### config.mk
export PLATFORM = sky130hd
export DESIGN_NAME = sci_top
export DESIGN_NICKNAME = d
export VERILOG_FILES = /design/src/sci_pkg.sv /design/src/sci_sync.sv /design/src/sci_parity.sv /design/src/sci_top.sv
export VERILOG_INCLUDE_DIRS = /design/src /design/src/src
export SDC_FILE = /design/constraint.sdc
export NUM_CORES = 1
export LEC_CHECK = 0
export ABC_AREA = 1
export ABC_CLOCK_PERIOD_IN_PS = 2480
export BUFFER_PORTS_ARGS = -buffer_cell sky130_fd_sc_hd__buf_4
export CORE_ASPECT_RATIO = 0.5
export CORE_MARGIN = 2
export CORE_UTILIZATION = 50
export CTS_CLUSTER_DIAMETER = 60
export DETAILED_ROUTE_END_ITERATION = 10
export GPL_TIMING_DRIVEN = 1
export PLACE_DENSITY = 0.82
export SYNTH_ARGS = -nofsm -noshare
export SYNTH_HDL_FRONTEND = slang
export SYNTH_SLANG_ARGS = --single-unit
### constraint.sdc
create_clock -name mclk -period 2.48 [get_ports mclk]
set_input_delay 0.248 -clock mclk [delete_from_list [all_inputs] [get_ports mclk]]
set_output_delay 0.248 -clock mclk [all_outputs]
set_load 0.01 [all_outputs]
### src/sci_cfg.svh
// Offsets, field positions, reset values and counts for the control-input block
`ifndef SCI_CFG_SVH
`define SCI_CFG_SVH

// Register offsets
`define SCI_REG_CTRL     8'h00
`define SCI_REG_STATUS   8'h04
`define SCI_REG_BANKS    8'h08

// Control register fields
`define SCI_CTRL_PAR_EN  0
`define SCI_CTRL_DM_EN   1
`define SCI_CTRL_DBI_EN  2
`define SCI_CTRL_TDQS_EN 3
`define SCI_CTRL_RTT_EN  4
`define SCI_CTRL_WID_LSB 5
`define SCI_CTRL_RESET   32'h0000_0050

// Width codes held in the control register
`define SCI_WID_X4       2'h0
`define SCI_WID_X8       2'h1
`define SCI_WID_X16      2'h2

// Status register fields
`define SCI_ST_PS_LSB    0
`define SCI_ST_TEST      2
`define SCI_ST_SRWAKE    3
`define SCI_ST_ERR_LSB   8

// Counts in beats and core clock cycles
`define SCI_BURST_BEATS  4'h8
`define SCI_ALERT_CYCLES 4'h6

`endif

### src/sci_pkg.sv
// Types shared by the control-input block
package sci_pkg;

  // Power state of the device
  typedef enum logic [1:0] {
    SCI_PS_ACTIVE,
    SCI_PS_PRE_PD,
    SCI_PS_ACT_PD,
    SCI_PS_SELF_REF
  } sci_pstate_t;

  // Decoded command
  typedef enum logic [3:0] {
    SCI_CMD_NONE,
    SCI_CMD_ACT,
    SCI_CMD_PRE,
    SCI_CMD_RD,
    SCI_CMD_WR,
    SCI_CMD_REF,
    SCI_CMD_SRE,
    SCI_CMD_MRS,
    SCI_CMD_ZQ,
    SCI_CMD_NOP,
    SCI_CMD_RFU
  } sci_cmd_t;

  // Command/address pins; addr[16:14] double as the three command pins
  typedef struct packed {
    logic        cs_n;
    logic        act_n;
    logic [17:0] addr;
    logic [1:0]  ba;
    logic [1:0]  bg;
    logic        par;
  } sci_ca_t;

  // One captured write beat with its lane enables
  typedef struct packed {
    logic [15:0] data;
    logic [1:0]  be;
  } sci_beat_t;

endpackage : sci_pkg

### src/sci_sync.sv
// Two-flop synchroniser for a bundle of pin inputs
module sci_sync #(
  parameter int W = 8
) (
  // Clock and reset
  input  wire logic         mclk,
  input  wire logic         reset,
  // Pins and their synchronised copy
  input  wire logic [W-1:0] d,
  output logic      [W-1:0] q
);

  // One pair of flops per bit; the first flop feeds only the second
  for (genvar i = 0; i < W; i++) begin : g_bit
    logic meta_r;
    logic hold_r;
    always_ff @(posedge mclk) begin
      if (reset) begin
        meta_r <= 1'b0;
        hold_r <= 1'b0;
      end else begin
        meta_r <= d[i];
        hold_r <= meta_r;
      end
    end
    assign q[i] = hold_r;
  end

endmodule : sci_sync

### src/sci_parity.sv
// Command/address parity checker
module sci_parity
  import sci_pkg::*;
#(
  parameter logic [17:0] ADDR_USED_MASK = 18'h3_ffff
) (
  // Sampled pins and result
  input  wire sci_ca_t ca,
  output logic         par_bad
);

  // Even parity over covered pins and the parity pin; unused address pins count as zero
  // Chip select, clock enable and termination pins are left out
  assign par_bad = ^{ca.act_n, ca.addr & ADDR_USED_MASK, ca.ba, ca.bg, ca.par};

endmodule : sci_parity

### src/sci_top.sv
// Control-input logic of the memory device: select, decode, power states, mask, termination
`include "sci_cfg.svh"

module sci_top
  import sci_pkg::*;
#(
  parameter logic [17:0] ADDR_USED_MASK = 18'h3_ffff,
  parameter logic [3:0]  BURST_BEATS    = `SCI_BURST_BEATS,
  parameter logic [3:0]  ALERT_CYCLES   = `SCI_ALERT_CYCLES
) (
  // System
  input  wire logic        mclk,
  input  wire logic        reset,
  input  wire logic        dev_reset_n,
  // Command and control pins
  input  wire logic        ck_t,
  input  wire logic        cke,
  input  wire logic        odt,
  input  wire logic        ten,
  input  wire sci_ca_t     ca,
  // Write data pins
  input  wire logic        dqs_t,
  input  wire logic [1:0]  dm_n,
  input  wire logic [15:0] dq,
  // Register port
  input  wire logic [7:0]  reg_addr,
  input  wire logic [31:0] reg_wdata,
  input  wire logic        reg_wr,
  input  wire logic        reg_rd,
  output logic      [31:0] reg_rdata,
  // Device enables and alert
  output logic             clk_en,
  output logic             ibuf_cmd_en,
  output logic             ibuf_odt_en,
  output logic             drv_en,
  output logic             test_mode,
  output logic             rtt_dq_on,
  output logic             rtt_dm_on,
  output logic             alert_n,
  // Accepted commands and write beats
  output logic             cmd_valid,
  output sci_cmd_t         cmd,
  output sci_ca_t          cmd_ca,
  output logic             beat_valid,
  output sci_beat_t        beat
);

  logic [1:0]  prst_r;
  logic        rst;
  logic [47:0] sync_q;
  logic        ck_s, cke_s, odt_s, ten_s, dqs_s;
  sci_ca_t     ca_s;
  logic [1:0]  dm_s;
  logic [15:0] dq_s;
  logic        ck_d_r, dqs_d_r;
  logic        ck_rise, dqs_edge;
  logic [31:0] ctrl_r;
  logic [1:0]  wid;
  logic        par_bad, par_err;
  sci_cmd_t    cmd_dec;
  logic        accept;
  logic [3:0]  bank_id;
  logic [15:0] bank_open_r;
  sci_pstate_t pstate_r;
  logic        sr_wake_r;
  logic        odt_lat_r;
  logic [3:0]  beats_r;
  logic [3:0]  alert_cnt_r;
  logic [7:0]  err_cnt_r;
  logic [15:0] lane_data;
  logic [1:0]  lane_be;
  logic [31:0] status;
  logic [31:0] reg_rdata_r;
  logic        clk_en_r, ibuf_cmd_en_r, ibuf_odt_en_r, drv_en_r, test_mode_r;
  logic        rtt_dq_on_r, rtt_dm_on_r, alert_n_r, cmd_valid_r, beat_valid_r;
  sci_cmd_t    cmd_r;
  sci_ca_t     cmd_ca_r;
  sci_beat_t   beat_r;

  // Reset pin asserts at once, releases through two flops
  always_ff @(posedge mclk or negedge dev_reset_n) begin
    if (!dev_reset_n) begin
      prst_r <= 2'h3;
    end else begin
      prst_r <= {prst_r[0], 1'b0};
    end
  end
  assign rst = reset | prst_r[1];

  // All pins cross into the core clock through two flops
  sci_sync #(.W(48)) u_sync (
    .mclk  (mclk),
    .reset (rst),
    .d     ({ck_t, cke, odt, ten, dqs_t, ca, dm_n, dq}),
    .q     (sync_q)
  );
  assign {ck_s, cke_s, odt_s, ten_s, dqs_s, ca_s, dm_s, dq_s} = sync_q;

  // Edge finders for the link clock and the data strobe
  always_ff @(posedge mclk) begin
    if (rst) begin
      ck_d_r  <= 1'b0;
      dqs_d_r <= 1'b0;
    end else begin
      ck_d_r  <= ck_s;
      dqs_d_r <= dqs_s;
    end
  end
  assign ck_rise  = ck_s & ~ck_d_r;
  assign dqs_edge = dqs_s ^ dqs_d_r;
  assign wid      = ctrl_r[`SCI_CTRL_WID_LSB +: 2];

  // Parity check only for selected commands on a rising clock edge
  sci_parity #(.ADDR_USED_MASK(ADDR_USED_MASK)) u_par (
    .ca      (ca_s),
    .par_bad (par_bad)
  );
  assign par_err = ck_rise & ~ca_s.cs_n & ctrl_r[`SCI_CTRL_PAR_EN] & par_bad;

  // Command decode from pins sampled on one edge
  always_comb begin
    cmd_dec = SCI_CMD_NONE;
    if (!ca_s.cs_n) begin
      if (!ca_s.act_n) begin
        cmd_dec = SCI_CMD_ACT;
      end else begin
        case ({ca_s.addr[16], ca_s.addr[15], ca_s.addr[14]})
          3'h7:    cmd_dec = SCI_CMD_NOP;
          3'h2:    cmd_dec = SCI_CMD_PRE;
          3'h5:    cmd_dec = SCI_CMD_RD;
          3'h4:    cmd_dec = SCI_CMD_WR;
          3'h1:    cmd_dec = cke_s ? SCI_CMD_REF : SCI_CMD_SRE;
          3'h0:    cmd_dec = SCI_CMD_MRS;
          3'h6:    cmd_dec = SCI_CMD_ZQ;
          default: cmd_dec = SCI_CMD_RFU;
        endcase
      end
    end
  end

  // Commands count only when awake, not in test mode and with good parity
  assign accept  = ck_rise & (cmd_dec != SCI_CMD_NONE) & (pstate_r == SCI_PS_ACTIVE) & cke_s
                   & ~test_mode_r & ~par_err;
  assign bank_id = {ca_s.bg, ca_s.ba};

  // Accepted command with its pins; row bits include the command pins on activate
  always_ff @(posedge mclk) begin
    if (rst) begin
      cmd_valid_r <= 1'b0;
      cmd_r       <= SCI_CMD_NONE;
      cmd_ca_r    <= '0;
    end else begin
      cmd_valid_r <= accept;
      if (accept) begin
        cmd_r    <= cmd_dec;
        cmd_ca_r <= ca_s;
      end
    end
  end

  // Open-row tracking per bank
  always_ff @(posedge mclk) begin
    if (rst) begin
      bank_open_r <= 16'h0000;
    end else if (accept) begin
      case (cmd_dec)
        SCI_CMD_ACT: bank_open_r[bank_id] <= 1'b1;
        SCI_CMD_PRE: begin
          if (ca_s.addr[10]) begin
            bank_open_r <= 16'h0000;
          end else begin
            bank_open_r[bank_id] <= 1'b0;
          end
        end
        SCI_CMD_RD, SCI_CMD_WR: begin
          if (ca_s.addr[10]) begin
            bank_open_r[bank_id] <= 1'b0;
          end
        end
        default: bank_open_r <= bank_open_r;
      endcase
    end
  end

  // Power state: entry on clock enable low outside test mode; exit on first edge with it high, from self refresh only after the wake is caught
  always_ff @(posedge mclk) begin
    if (rst) begin
      pstate_r <= SCI_PS_ACTIVE;
    end else begin
      case (pstate_r)
        SCI_PS_ACTIVE: begin
          if (ck_rise && !cke_s && !test_mode_r) begin
            if (cmd_dec == SCI_CMD_SRE && !par_err && bank_open_r == 16'h0000) begin
              pstate_r <= SCI_PS_SELF_REF;
            end else if (bank_open_r != 16'h0000) begin
              pstate_r <= SCI_PS_ACT_PD;
            end else begin
              pstate_r <= SCI_PS_PRE_PD;
            end
          end
        end
        SCI_PS_PRE_PD, SCI_PS_ACT_PD: begin
          if (ck_rise && cke_s) begin
            pstate_r <= SCI_PS_ACTIVE;
          end
        end
        SCI_PS_SELF_REF: begin
          if (sr_wake_r && ck_rise && cke_s) begin
            pstate_r <= SCI_PS_ACTIVE;
          end
        end
        default: pstate_r <= SCI_PS_ACTIVE;
      endcase
    end
  end

  // Wake from self refresh is caught without waiting for a clock edge
  always_ff @(posedge mclk) begin
    if (rst) begin
      sr_wake_r <= 1'b0;
    end else if (pstate_r == SCI_PS_SELF_REF) begin
      sr_wake_r <= sr_wake_r | cke_s;
    end else begin
      sr_wake_r <= 1'b0;
    end
  end

  // Clock, buffer and driver enables follow clock enable and power state
  always_ff @(posedge mclk) begin
    if (rst) begin
      clk_en_r      <= 1'b0;
      drv_en_r      <= 1'b0;
      ibuf_cmd_en_r <= 1'b1;
      ibuf_odt_en_r <= 1'b1;
      test_mode_r   <= 1'b0;
    end else begin
      clk_en_r      <= cke_s;
      drv_en_r      <= cke_s & ~ten_s;
      ibuf_cmd_en_r <= (pstate_r == SCI_PS_ACTIVE);
      ibuf_odt_en_r <= (pstate_r != SCI_PS_SELF_REF);
      test_mode_r   <= ten_s;
    end
  end

  // Termination pin latched on clock edges while its buffer is alive
  always_ff @(posedge mclk) begin
    if (rst) begin
      odt_lat_r <= 1'b0;
    end else if (pstate_r == SCI_PS_SELF_REF) begin
      odt_lat_r <= 1'b0;
    end else if (ck_rise) begin
      odt_lat_r <= odt_s;
    end
  end

  // Termination on data, strobes and mask pins, only when enabled
  always_ff @(posedge mclk) begin
    if (rst) begin
      rtt_dq_on_r <= 1'b0;
      rtt_dm_on_r <= 1'b0;
    end else begin
      rtt_dq_on_r <= odt_lat_r & ctrl_r[`SCI_CTRL_RTT_EN];
      rtt_dm_on_r <= odt_lat_r & ctrl_r[`SCI_CTRL_RTT_EN]
                     & ((wid == `SCI_WID_X16)
                        | ((wid == `SCI_WID_X8) & ctrl_r[`SCI_CTRL_TDQS_EN]));
    end
  end

  // Per lane: mask and inversion share the pin, each only when enabled
  for (genvar i = 0; i < 2; i++) begin : g_lane
    logic present, masked, invert;
    assign present = (i == 0) | (wid == `SCI_WID_X16);
    assign masked  = ctrl_r[`SCI_CTRL_DM_EN] & (wid != `SCI_WID_X4) & ~dm_s[i];
    assign invert  = ctrl_r[`SCI_CTRL_DBI_EN] & ~ctrl_r[`SCI_CTRL_DM_EN]
                     & (wid != `SCI_WID_X4) & ~dm_s[i];
    assign lane_data[8*i +: 8] = invert ? ~dq_s[8*i +: 8] : dq_s[8*i +: 8];
    assign lane_be[i]          = present & ~masked;
  end

  // Write burst window and beat capture on both strobe edges
  always_ff @(posedge mclk) begin
    if (rst) begin
      beats_r      <= 4'h0;
      beat_valid_r <= 1'b0;
      beat_r       <= '0;
    end else begin
      beat_valid_r <= dqs_edge & (beats_r != 4'h0);
      if (accept && cmd_dec == SCI_CMD_WR) begin
        beats_r <= BURST_BEATS;
      end else if (dqs_edge && beats_r != 4'h0) begin
        beats_r <= beats_r - 4'h1;
      end
      if (dqs_edge && beats_r != 4'h0) begin
        beat_r <= '{data: lane_data, be: lane_be};
      end
    end
  end

  // Alert held low for a fixed count after a parity error
  always_ff @(posedge mclk) begin
    if (rst) begin
      alert_cnt_r <= 4'h0;
      alert_n_r   <= 1'b1;
    end else begin
      if (par_err) begin
        alert_cnt_r <= ALERT_CYCLES;
      end else if (alert_cnt_r != 4'h0) begin
        alert_cnt_r <= alert_cnt_r - 4'h1;
      end
      alert_n_r <= ~(par_err | (alert_cnt_r > 4'h1));
    end
  end

  // Control register, and parity error count that a status write clears
  always_ff @(posedge mclk) begin
    if (rst) begin
      ctrl_r    <= `SCI_CTRL_RESET;
      err_cnt_r <= 8'h00;
    end else begin
      if (reg_wr && reg_addr == `SCI_REG_CTRL) begin
        ctrl_r <= {25'h000_0000, reg_wdata[6:0]};
      end
      if (par_err) begin
        err_cnt_r <= (err_cnt_r == 8'hff) ? err_cnt_r : err_cnt_r + 8'h01;
      end else if (reg_wr && reg_addr == `SCI_REG_STATUS) begin
        err_cnt_r <= 8'h00;
      end
    end
  end

  // Status word
  always_comb begin
    status                           = 32'h0000_0000;
    status[`SCI_ST_PS_LSB +: 2]      = pstate_r;
    status[`SCI_ST_TEST]             = test_mode_r;
    status[`SCI_ST_SRWAKE]           = sr_wake_r;
    status[`SCI_ST_ERR_LSB +: 8]     = err_cnt_r;
  end

  // Read data stands only in the cycle after the read strobe
  always_ff @(posedge mclk) begin
    if (rst) begin
      reg_rdata_r <= 32'h0000_0000;
    end else if (reg_rd) begin
      case (reg_addr)
        `SCI_REG_CTRL:   reg_rdata_r <= ctrl_r;
        `SCI_REG_STATUS: reg_rdata_r <= status;
        `SCI_REG_BANKS:  reg_rdata_r <= {16'h0000, bank_open_r};
        default:         reg_rdata_r <= 32'h0000_0000;
      endcase
    end else begin
      reg_rdata_r <= 32'h0000_0000;
    end
  end

  // Outputs straight from flops
  assign reg_rdata   = reg_rdata_r;
  assign clk_en      = clk_en_r;
  assign ibuf_cmd_en = ibuf_cmd_en_r;
  assign ibuf_odt_en = ibuf_odt_en_r;
  assign drv_en      = drv_en_r;
  assign test_mode   = test_mode_r;
  assign rtt_dq_on   = rtt_dq_on_r;
  assign rtt_dm_on   = rtt_dm_on_r;
  assign alert_n     = alert_n_r;
  assign cmd_valid   = cmd_valid_r;
  assign cmd         = cmd_r;
  assign cmd_ca      = cmd_ca_r;
  assign beat_valid  = beat_valid_r;
  assign beat        = beat_r;

  // Checks on the logic above
  a_cs_masks_cmd: assert property (@(posedge mclk) disable iff (rst)
    (ck_rise && ca_s.cs_n) |=> !cmd_valid_r) else $error("command taken with select high");
  a_act_row_bits: assert property (@(posedge mclk) disable iff (rst)
    (accept && !ca_s.act_n) |=> (cmd_r == SCI_CMD_ACT) && (cmd_ca_r.addr == $past(ca_s.addr)))
    else $error("activate not decoded with row bits");
  a_cke_clk_off: assert property (@(posedge mclk) disable iff (rst)
    !cke_s ##1 !cke_s |-> !clk_en_r && !drv_en_r) else $error("clock running with enable low");
  a_pd_entry: assert property (@(posedge mclk) disable iff (rst)
    (pstate_r == SCI_PS_ACTIVE && ck_rise && !cke_s && !test_mode_r && cmd_dec != SCI_CMD_SRE
     && bank_open_r != 16'h0000) |=> pstate_r == SCI_PS_ACT_PD) else $error("no active power-down");
  a_sr_holds: assert property (@(posedge mclk) disable iff (rst)
    (pstate_r == SCI_PS_SELF_REF && !ck_rise) |=> pstate_r == SCI_PS_SELF_REF)
    else $error("self refresh left without clock edge");
  a_pd_buffers: assert property (@(posedge mclk) disable iff (rst)
    (pstate_r inside {SCI_PS_PRE_PD, SCI_PS_ACT_PD}) |=> !ibuf_cmd_en_r && ibuf_odt_en_r)
    else $error("wrong buffers in power-down");
  a_sr_buffers: assert property (@(posedge mclk) disable iff (rst)
    (pstate_r == SCI_PS_SELF_REF) [*3] |-> !ibuf_odt_en_r && !rtt_dq_on_r)
    else $error("termination alive in self refresh");
  a_mask_beat: assert property (@(posedge mclk) disable iff (rst)
    (dqs_edge && beats_r != 4'h0 && ctrl_r[`SCI_CTRL_DM_EN] && wid != `SCI_WID_X4 && !dm_s[0])
    |=> beat_valid_r && !beat_r.be[0]) else $error("masked beat stored");
  a_rtt_ignored: assert property (@(posedge mclk) disable iff (rst)
    !ctrl_r[`SCI_CTRL_RTT_EN] |=> !rtt_dq_on_r && !rtt_dm_on_r) else $error("termination while off");
  a_alert_width: assert property (@(posedge mclk) disable iff (rst)
    par_err |=> !alert_n_r [*6]) else $error("alert pulse too short");
  a_parity_cs: assert property (@(posedge mclk) disable iff (rst)
    (ck_rise && ca_s.cs_n && !reg_wr) |=> $stable(err_cnt_r)) else $error("parity checked, select high");
  a_test_blocks: assert property (@(posedge mclk) disable iff (rst)
    (test_mode_r && ck_rise) |=> !cmd_valid_r) else $error("command taken in test mode");

endmodule : sci_top

==> results by group, run 1 <==
Outcome
  • Status: completed

Clock tree
  • CTS sink count: 216
  • CTS root buf: clkbuf_16
  • CTS tree: done
  • Clk slew on worst S/H paths: about 0.070 ns
  • H-tree depth: 1
  • Clock latency on the worst-skew pair: around 0.5 ns
  • CTS buffer count: 20
  • Longest Clk Path Bufs: 3

Detailed routing
  • Vias: roughly 8000
  • Final wirelength: 21.45 mm
  • WL/cell: between 10 and 15 um
  • TritonRoute pass-1 iters: 5
  • Initial detailed-routing violation count: between 500 and 600
  • Final ANT Viol Nets: 0
  • Post-route DRC: 0
  • Vias per Instance: 4.828

STA
  • Fin crit share: 89.92%
  • Least-Margin Pin Slew: about 0.64 ns
  • Highest clock rate: ~450 MHz
  • Setup TNS: 0 ns
  • Worst setup margin: roughly 0.25 ns
  • Slew HR: 57.17%
  • RSZ-0062 raised after global routing: false
  • Finish-stage setup viols: 0
  • Layout Skew: between 0.009 and 0.01 ns
  • Max Slew Vio Count: 0
  • Min Clock Period, post-route: ~2.2 ns
  • Final Hold Fails: 0

Yosys
  • Number of synthesized flops with an enable pin: 0
  • Yosys top cell area share: approximately half
  • Syn Std Cell Area: slightly below 9000 um2
  • Dominant synthesized flop cell: dfxtp_1
  • Count leader, synth: nor2_1
  • Synth area leaders: dfxtp_1 48%, nor2_1 12%, nand2_1 8.8%
  • Avg Inst Size Synth: approximately 7.3 um2
  • Yosys reg bits: roughly 220
  • Distinct cell type count after synthesis: between 40 and 50
  • Fraction of registers with async set/reset: less than 1%
  • Seq/Total Area, Yosys: between 40 and 50%
  • Commonest cells in the netlist: 279 x nor2_1, 214 x dfxtp_1, 207 x nand2_1, 193 x inv_1, 58 x o21ai_0
  • Warnings from Yosys: 0
  • Mapped Cells: roughly 1200
  • Yosys top cell by area: dfxtp_1

Worst setup path
  • CP max stage cell: dfxtp_1
  • Critical path, cell by cell: ha_1, xor2_1, nand2_1, nand2_1, inv_1, nand2_2, nand3_2, buf_4, nand2_2, nand2_1, nand2_1, a21oi_1
  • Most common cell on crit path: nand2_1
  • CP required: around 2.9 ns
  • Crit path DAT: between 2 and 3 ns
  • Worst Path Max Fanout: 11
  • Worst setup EP type: flip-flop
  • Setup CP Type: reg -> reg
  • Max incr delay on CP: between 0.4 and 0.5 ns
  • Startpoint Class: flip-flop

GRT
  • Largest net degree at the start of global routing: 51
  • Initial antenna violation count: 0
  • First-pass GRT wire length: roughly 35 mm
  • GRT Util Overall: between 20% and 30%
  • GRT overflow: 0
  • Vias in the first global route: 7502

Placement
  • Final Wtd Congestion: between 0.8 and 0.9
  • DP HPWL: approximately 14 mm
  • Port bufs: 140
  • DP Worst Slack: around 0.21 ns

Floorplan
  • Num ports: 182
  • Die Width: around 190 um
  • Die Span Y: ~98 um
  • Core area: around 17000 um2
  • Initial core utilization: roughly 50%
  • Row count: 34
  • Die footprint: 18830 um2

Pwr
  • Maximum vdd drop: slightly above 0.5 mV
  • Leak: roughly 5 nW
  • PD cells: around 620 nW/um2

Final layout
  • Layout cell share with drive strength beyond 1: approximately 16%
  • Nets: roughly 1500
  • Post-Route Utilization: between 60% and 70%
  • Filler cell count: approximately 1400
  • Area grow syn2layout: 27.49%
  • N_diodes: 0

Flow run
  • Max-Cap Viols: 0

Min path
  • Hold Path Class: in -> reg
per-layer routing:
layer / global-route usage, % / wire length (um)
met1: 29.28 / 9575
met2: 39.41 / 10390
met5: 0 / 0
met4: 6.166 / 492
met3: 3.055 / 999
layout make-up:
cell class	count	area (um2)	area share (%)
clock inverters	11	112.6	0.9988
flip-flops and latches	216	4342	38.51
well taps	234	292.8	2.597
inverters	203	764.5	6.781
multi-input cells	749	3490	30.95
repair buffers	209	1724	15.29
clock buffers	25	549.3	4.872
where the power goes:
group,total (mW),leakage (nW),switching [mW],internal [mW]
registers,3.54,1.76,0.0224,3.52
clock network,3.05,0.327,1.34,1.71
logic,0.390,3.05,0.203,0.188
total,6.98,5.13,1.57,5.41
worst max-delay path: cells and delay by family, from the launching register on:
| kind | cells | cell delay (ns) |
|---|---|---|
| DFF | 1 | 0.41 |
| adders and majority gates | 1 | 0.29 |
| and+or+nand+nor | 7 | 0.89 |
| AOI/OAI and AO/OA | 1 | 0.06 |
| buffers and inverters | 2 | 0.30 |
| xor gates and xnor gates | 1 | 0.16 |
through the flow:
| stage | cell area (um2) | power, mW | std cells | hold WS (ns) |
|---|---|---|---|---|
| 3_5_place_dp | 10080 | 3.931 | 1559 | 0.1961 |
| 2_1_floorplan | 8904 | 3.809 | 1227 | 0.1002 |
| 3_3_place_gp | 10080 | 3.920 | 1559 | 0.1911 |
| 4_1_cts | 11260 | 7.016 | 1647 | 0.005511 |
| 6_report | 11270 | 6.979 | 1647 | 0.01423 |
| 5_1_grt | 11270 | 7.198 | 1647 | 0.04117 |
repair_timing:
| action | 4_1_cts | 5_1_grt |
|---|---|---|
| hold buffers | 52 | 0 |
| endpoints found under the hold margin | 53 | 0 |
| gates resized for setup | 0 | 6 |
| buffers inserted | 0 | 0 |
| endpoints found under the setup margin | 0 | 22 |
placed cells by master, fill, tap and decap left out, types with 7 or more instances in the layout:
master	count
nor2_1	278
dfxtp_1	210
nand2_1	206
inv_1	193
buf_4	155
o21ai_0	58
dlygate4sd3_1	52
a21oi_1	47
nand3_1	26
xnor2_1	23
clkbuf_16	20
conb_1	17
nand4_1	16
xor2_1	13
o211ai_1	13
inv_2	8
nor3_1	7
cell families after synthesis:
logic type	synth area share [%]
compound gates	8.079
flops	49.04
fa+ha+maj	0.7074
other cells	0.04240
xor+xnor	3.565
buf+inv	12.35
simple gates	26.22
flip-flops by register name, indices dropped and copies added (netlist names), 2 cells and up:
| name | cells |
|---|---|
| alert_cnt_r | 4 |
| bank_open_r | 16 |
| beat | 18 |
| beats_r | 4 |
| cmd | 4 |
| cmd_ca | 25 |
| ctrl_r | 7 |
| err_cnt_r | 8 |
| prst_r | 2 |
| pstate_r | 2 |
| reg_rdata | 16 |
| u_sync.g_bit.hold_r | 48 |
| u_sync.g_bit.meta_r | 48 |
path summary, 6_finish.rpt:
path	startpoint	slack, ns	end	cells after the start
hold / removal	reg_wdata[0]	0.01	ctrl_r[0]$_SDFFE_PP0P_	3
setup / recovery	u_sync.g_bit[39].hold_r$_SDFF_PP0_	0.25	err_cnt_r[5]$_SDFFE_PP0P_	12
max in group asynchronous	dev_reset_n	2.23	prst_r[1]$_DFF_PN1_	2
setup reg to reg	u_sync.g_bit[39].hold_r$_SDFF_PP0_	0.25	err_cnt_r[5]$_SDFFE_PP0P_	12
hold reg to reg	prst_r[0]$_DFF_PN1_	0.36	prst_r[1]$_DFF_PN1_	0
min in group asynchronous	dev_reset_n	0.23	prst_r[0]$_DFF_PN1_	2
No activity file was read; power rests on OpenSTA's default activity.
==> inputs of run 2 (changes only) <==
- PLACE_DENSITY: 0.82 -> 0.83
==> results by group, run 2 (synthesis gave the netlist of run 1 again) <==
Final layout
  • N_diodes: 0 (unchanged)
  • Filler cell count: 1397 (+2.0%)
  • Layout Cells excl Fill: 1646 (-0.061%)
  • Most common cell after layout, fill and taps aside: nor2_1
  • Nets: 1497 (unchanged)
  • Layout cell share with drive strength beyond 1: 16.01% (-0.13 points)
  • Register area: 4340 um2 (about the same)
  • Design Area, Final: 11290 um2 (+0.12%)
  • Most frequent cells in the layout: 278 x nor2_1, 211 x dfxtp_1, 206 x nand2_1
  • Area occupied by multi-input gates: 3492 um2 (about the same)
  • Post-Route Utilization: 65.04% (+0.079 points)
  • Area grow syn2layout: 27.65%

Worst setup path
  • Max incr delay on CP: 0.41 ns (about the same)
  • Crit path DAT: 2.66 ns (+0.04 ns)
  • Reg-to-reg startpoint: u_sync.g_bit[38].hold_r$_SDFF_PP0_
  • Slack of the worst reg-to-reg path: 0.25 ns (about the same)
  • Worst Path Max Fanout: 23 (+12)
  • Startpoint Class: flip-flop
  • Worst setup EP type: flip-flop
  • Buf+Inv Stages, Crit Path: 1 (-1)
  • CP required: 2.92 ns (+0.05 ns)
  • Setup CP Type: reg -> reg
  • CP max stage cell: dfxtp_1
  • Most common cell on crit path: nand2_1
  • Top Family by Delay on Critical Path: simple AND/OR/NAND/NOR gates
  • Critical R2R Capture: bank_open_r[15]$_SDFFE_PP0P_
  • Depth of the most critical reg-to-reg path: 11 (-1)
  • Critical path, cell by cell: ha_1, xnor2_1, nand2_1, nand2_1, nand3_2, nand3_4, buf_4, nand3_4, nand2_1, nand2_1, nor2_1

Min path
  • Hold depth: 3 (unchanged)
  • Min-delay src: reg_wdata[2]
  • Sink of the worst hold path: ctrl_r[2]$_SDFFE_PP0P_
  • Hold Path Class: in -> reg

Floorplan
  • Row count: 34 (unchanged)
  • Die footprint: 18830 um2 (unchanged)
  • Core area: 17360 um2 (unchanged)
  • Die Width: 192.1 um (unchanged)
  • Initial core utilization: 50.95% (unchanged)
  • Die Span Y: 98.04 um (unchanged)
  • Num ports: 182 (unchanged)

STA
  • Final Hold Fails: 0 (unchanged)
  • Least-Margin Pin Slew: 0.6104 ns (-0.03055 ns)
  • Fin crit share: 89.81% (-0.11 points)
  • Min Clock Period, post-route: 2.227 ns (-0.002694 ns)
  • Setup TNS: 0 ns (unchanged)
  • Slew HR: 59.21% (+2.0 points)
  • Finish-stage setup viols: 0 (unchanged)
  • WHS: 0.01064 ns (-0.003593 ns)
  • Max Slew Vio Count: 0 (unchanged)
  • Layout Skew: 0.01435 ns (+0.004713 ns)
  • RSZ-0062 raised after global routing: false
  • Highest clock rate: 449.0 MHz (+0.12%)

GRT
  • First-pass GRT wire length: 35.91 mm (+3.8%)
  • Initial antenna violation count: 0 (unchanged)
  • Vias in the first global route: 7811 (+4.1%)
  • GRT Util Overall: 23.41% (+0.90 points)
  • GRT overflow: 0 (unchanged)
  • Largest net degree at the start of global routing: 50 (-2.0%)

Clock tree
  • CTS tree: done
  • Clock latency on the worst-skew pair: 0.50 ns (about the same)
  • CTS root buf: clkbuf_16
  • CTS sink count: 216 (unchanged)
  • Longest Clk Path Bufs: 3 (unchanged)
  • CTS buffer count: 20 (unchanged)
  • Clk slew on worst S/H paths: 0.07 ns (about the same)
  • H-tree depth: 1 (unchanged)

Pwr
  • PD cells: 624.5 nW/um2 (+0.88%)
  • Maximum vdd drop: 0.4266 mV (-15%)
  • Leak: 5.141 nW (+0.15%)

Detailed routing
  • Final ANT Viol Nets: 0 (unchanged)
  • Vias per Instance: 4.782 (-0.95%)
  • Final wirelength: 21.66 mm (+0.95%)
  • Initial detailed-routing violation count: 477 (-15%)
  • TritonRoute pass-1 iters: 5 (unchanged)
  • Vias: 7871 (-1.0%)
  • WL/cell: 13.16 um (+1.0%)
  • Post-route DRC: 0 (unchanged)

Flow run
  • Max-Cap Viols: 0 (unchanged)

Placement
  • Port bufs: 140 (unchanged)
  • Final Wtd Congestion: 0.8497 (-1.6%)
  • Cells after DPL: 1559 (unchanged)
  • Placed Area: 10080 um2 (unchanged)
  • DP HPWL: 14.28 mm (+1.2%)

Outcome
  • Status: completed
==> run 2: worst min-delay path: stages <==
cell and delay (ns):
buf_4 0.08, o21ai_0 0.07, nor2_1 0.08
==> run 2: worst max path at each step <==
stage	depth (start not counted)	endpoint	from
after global placement	14	cmd_ca[1]$_SDFFE_PP0P_	u_sync.g_bit[37].hold_r$_SDFF_PP0_
after floorplan	12	beats_r[1]$_SDFFE_PP0P_	u_sync.g_bit[39].hold_r$_SDFF_PP0_
after CTS	11	cmd_ca[2]$_SDFFE_PP0P_	u_sync.g_bit[38].hold_r$_SDFF_PP0_
after detailed placement	16	cmd_ca[4]$_SDFFE_PP0P_	u_sync.g_bit[33].hold_r$_SDFF_PP0_
final	11	bank_open_r[15]$_SDFFE_PP0P_	u_sync.g_bit[38].hold_r$_SDFF_PP0_
after global routing	14	err_cnt_r[3]$_SDFFE_PP0P_	u_sync.g_bit[33].hold_r$_SDFF_PP0_
==> run 2: area by class of cell <==
class	instances	area share [%]
Multi-Input combinational cell	749	30.94
Inverter	203	6.772
Tap cell	234	2.594
Clock inverter	6	0.5875
Timing Repair Buffer	209	15.31
Sequential cell	216	38.45
Clock buffer	29	5.354
==> run 2: repair_timing <==
item                                    CTS  global route
hold endpoints to repair                 53             0
hold buffers                             52             0
buffers inserted                          0             0
endpoints found under the setup margin    0            30
gates resized for setup                   0             6
==> run 2: power by group <==
part	internal (mW)	leakage, nW	total [mW]	switching [mW]
Clock	1.80	0.336	3.12	1.32
Sequential	3.52	1.76	3.54	0.0224
Combinational	0.188	3.05	0.390	0.202
Total	5.51	5.14	7.05	1.54
==> run 2: routing by layer <==
layer	part of all wire [%]	global-route usage, %	up-vias
met5	0	0	-
met3	5.5	3.343	48
met4	2.3	7.340	0
met2	49	41.88	235
li1	-	-	4003
met1	43	29.24	3585
==> run 2: per-stage QoR <==
step	power (mW)	setup slack, ns
floorplan	3.809	0.6351
detailed placement	3.931	0.2473
finish	7.049	0.2527
CTS	7.079	0.1899
global placement	3.919	0.3312
global route	7.293	0.03851
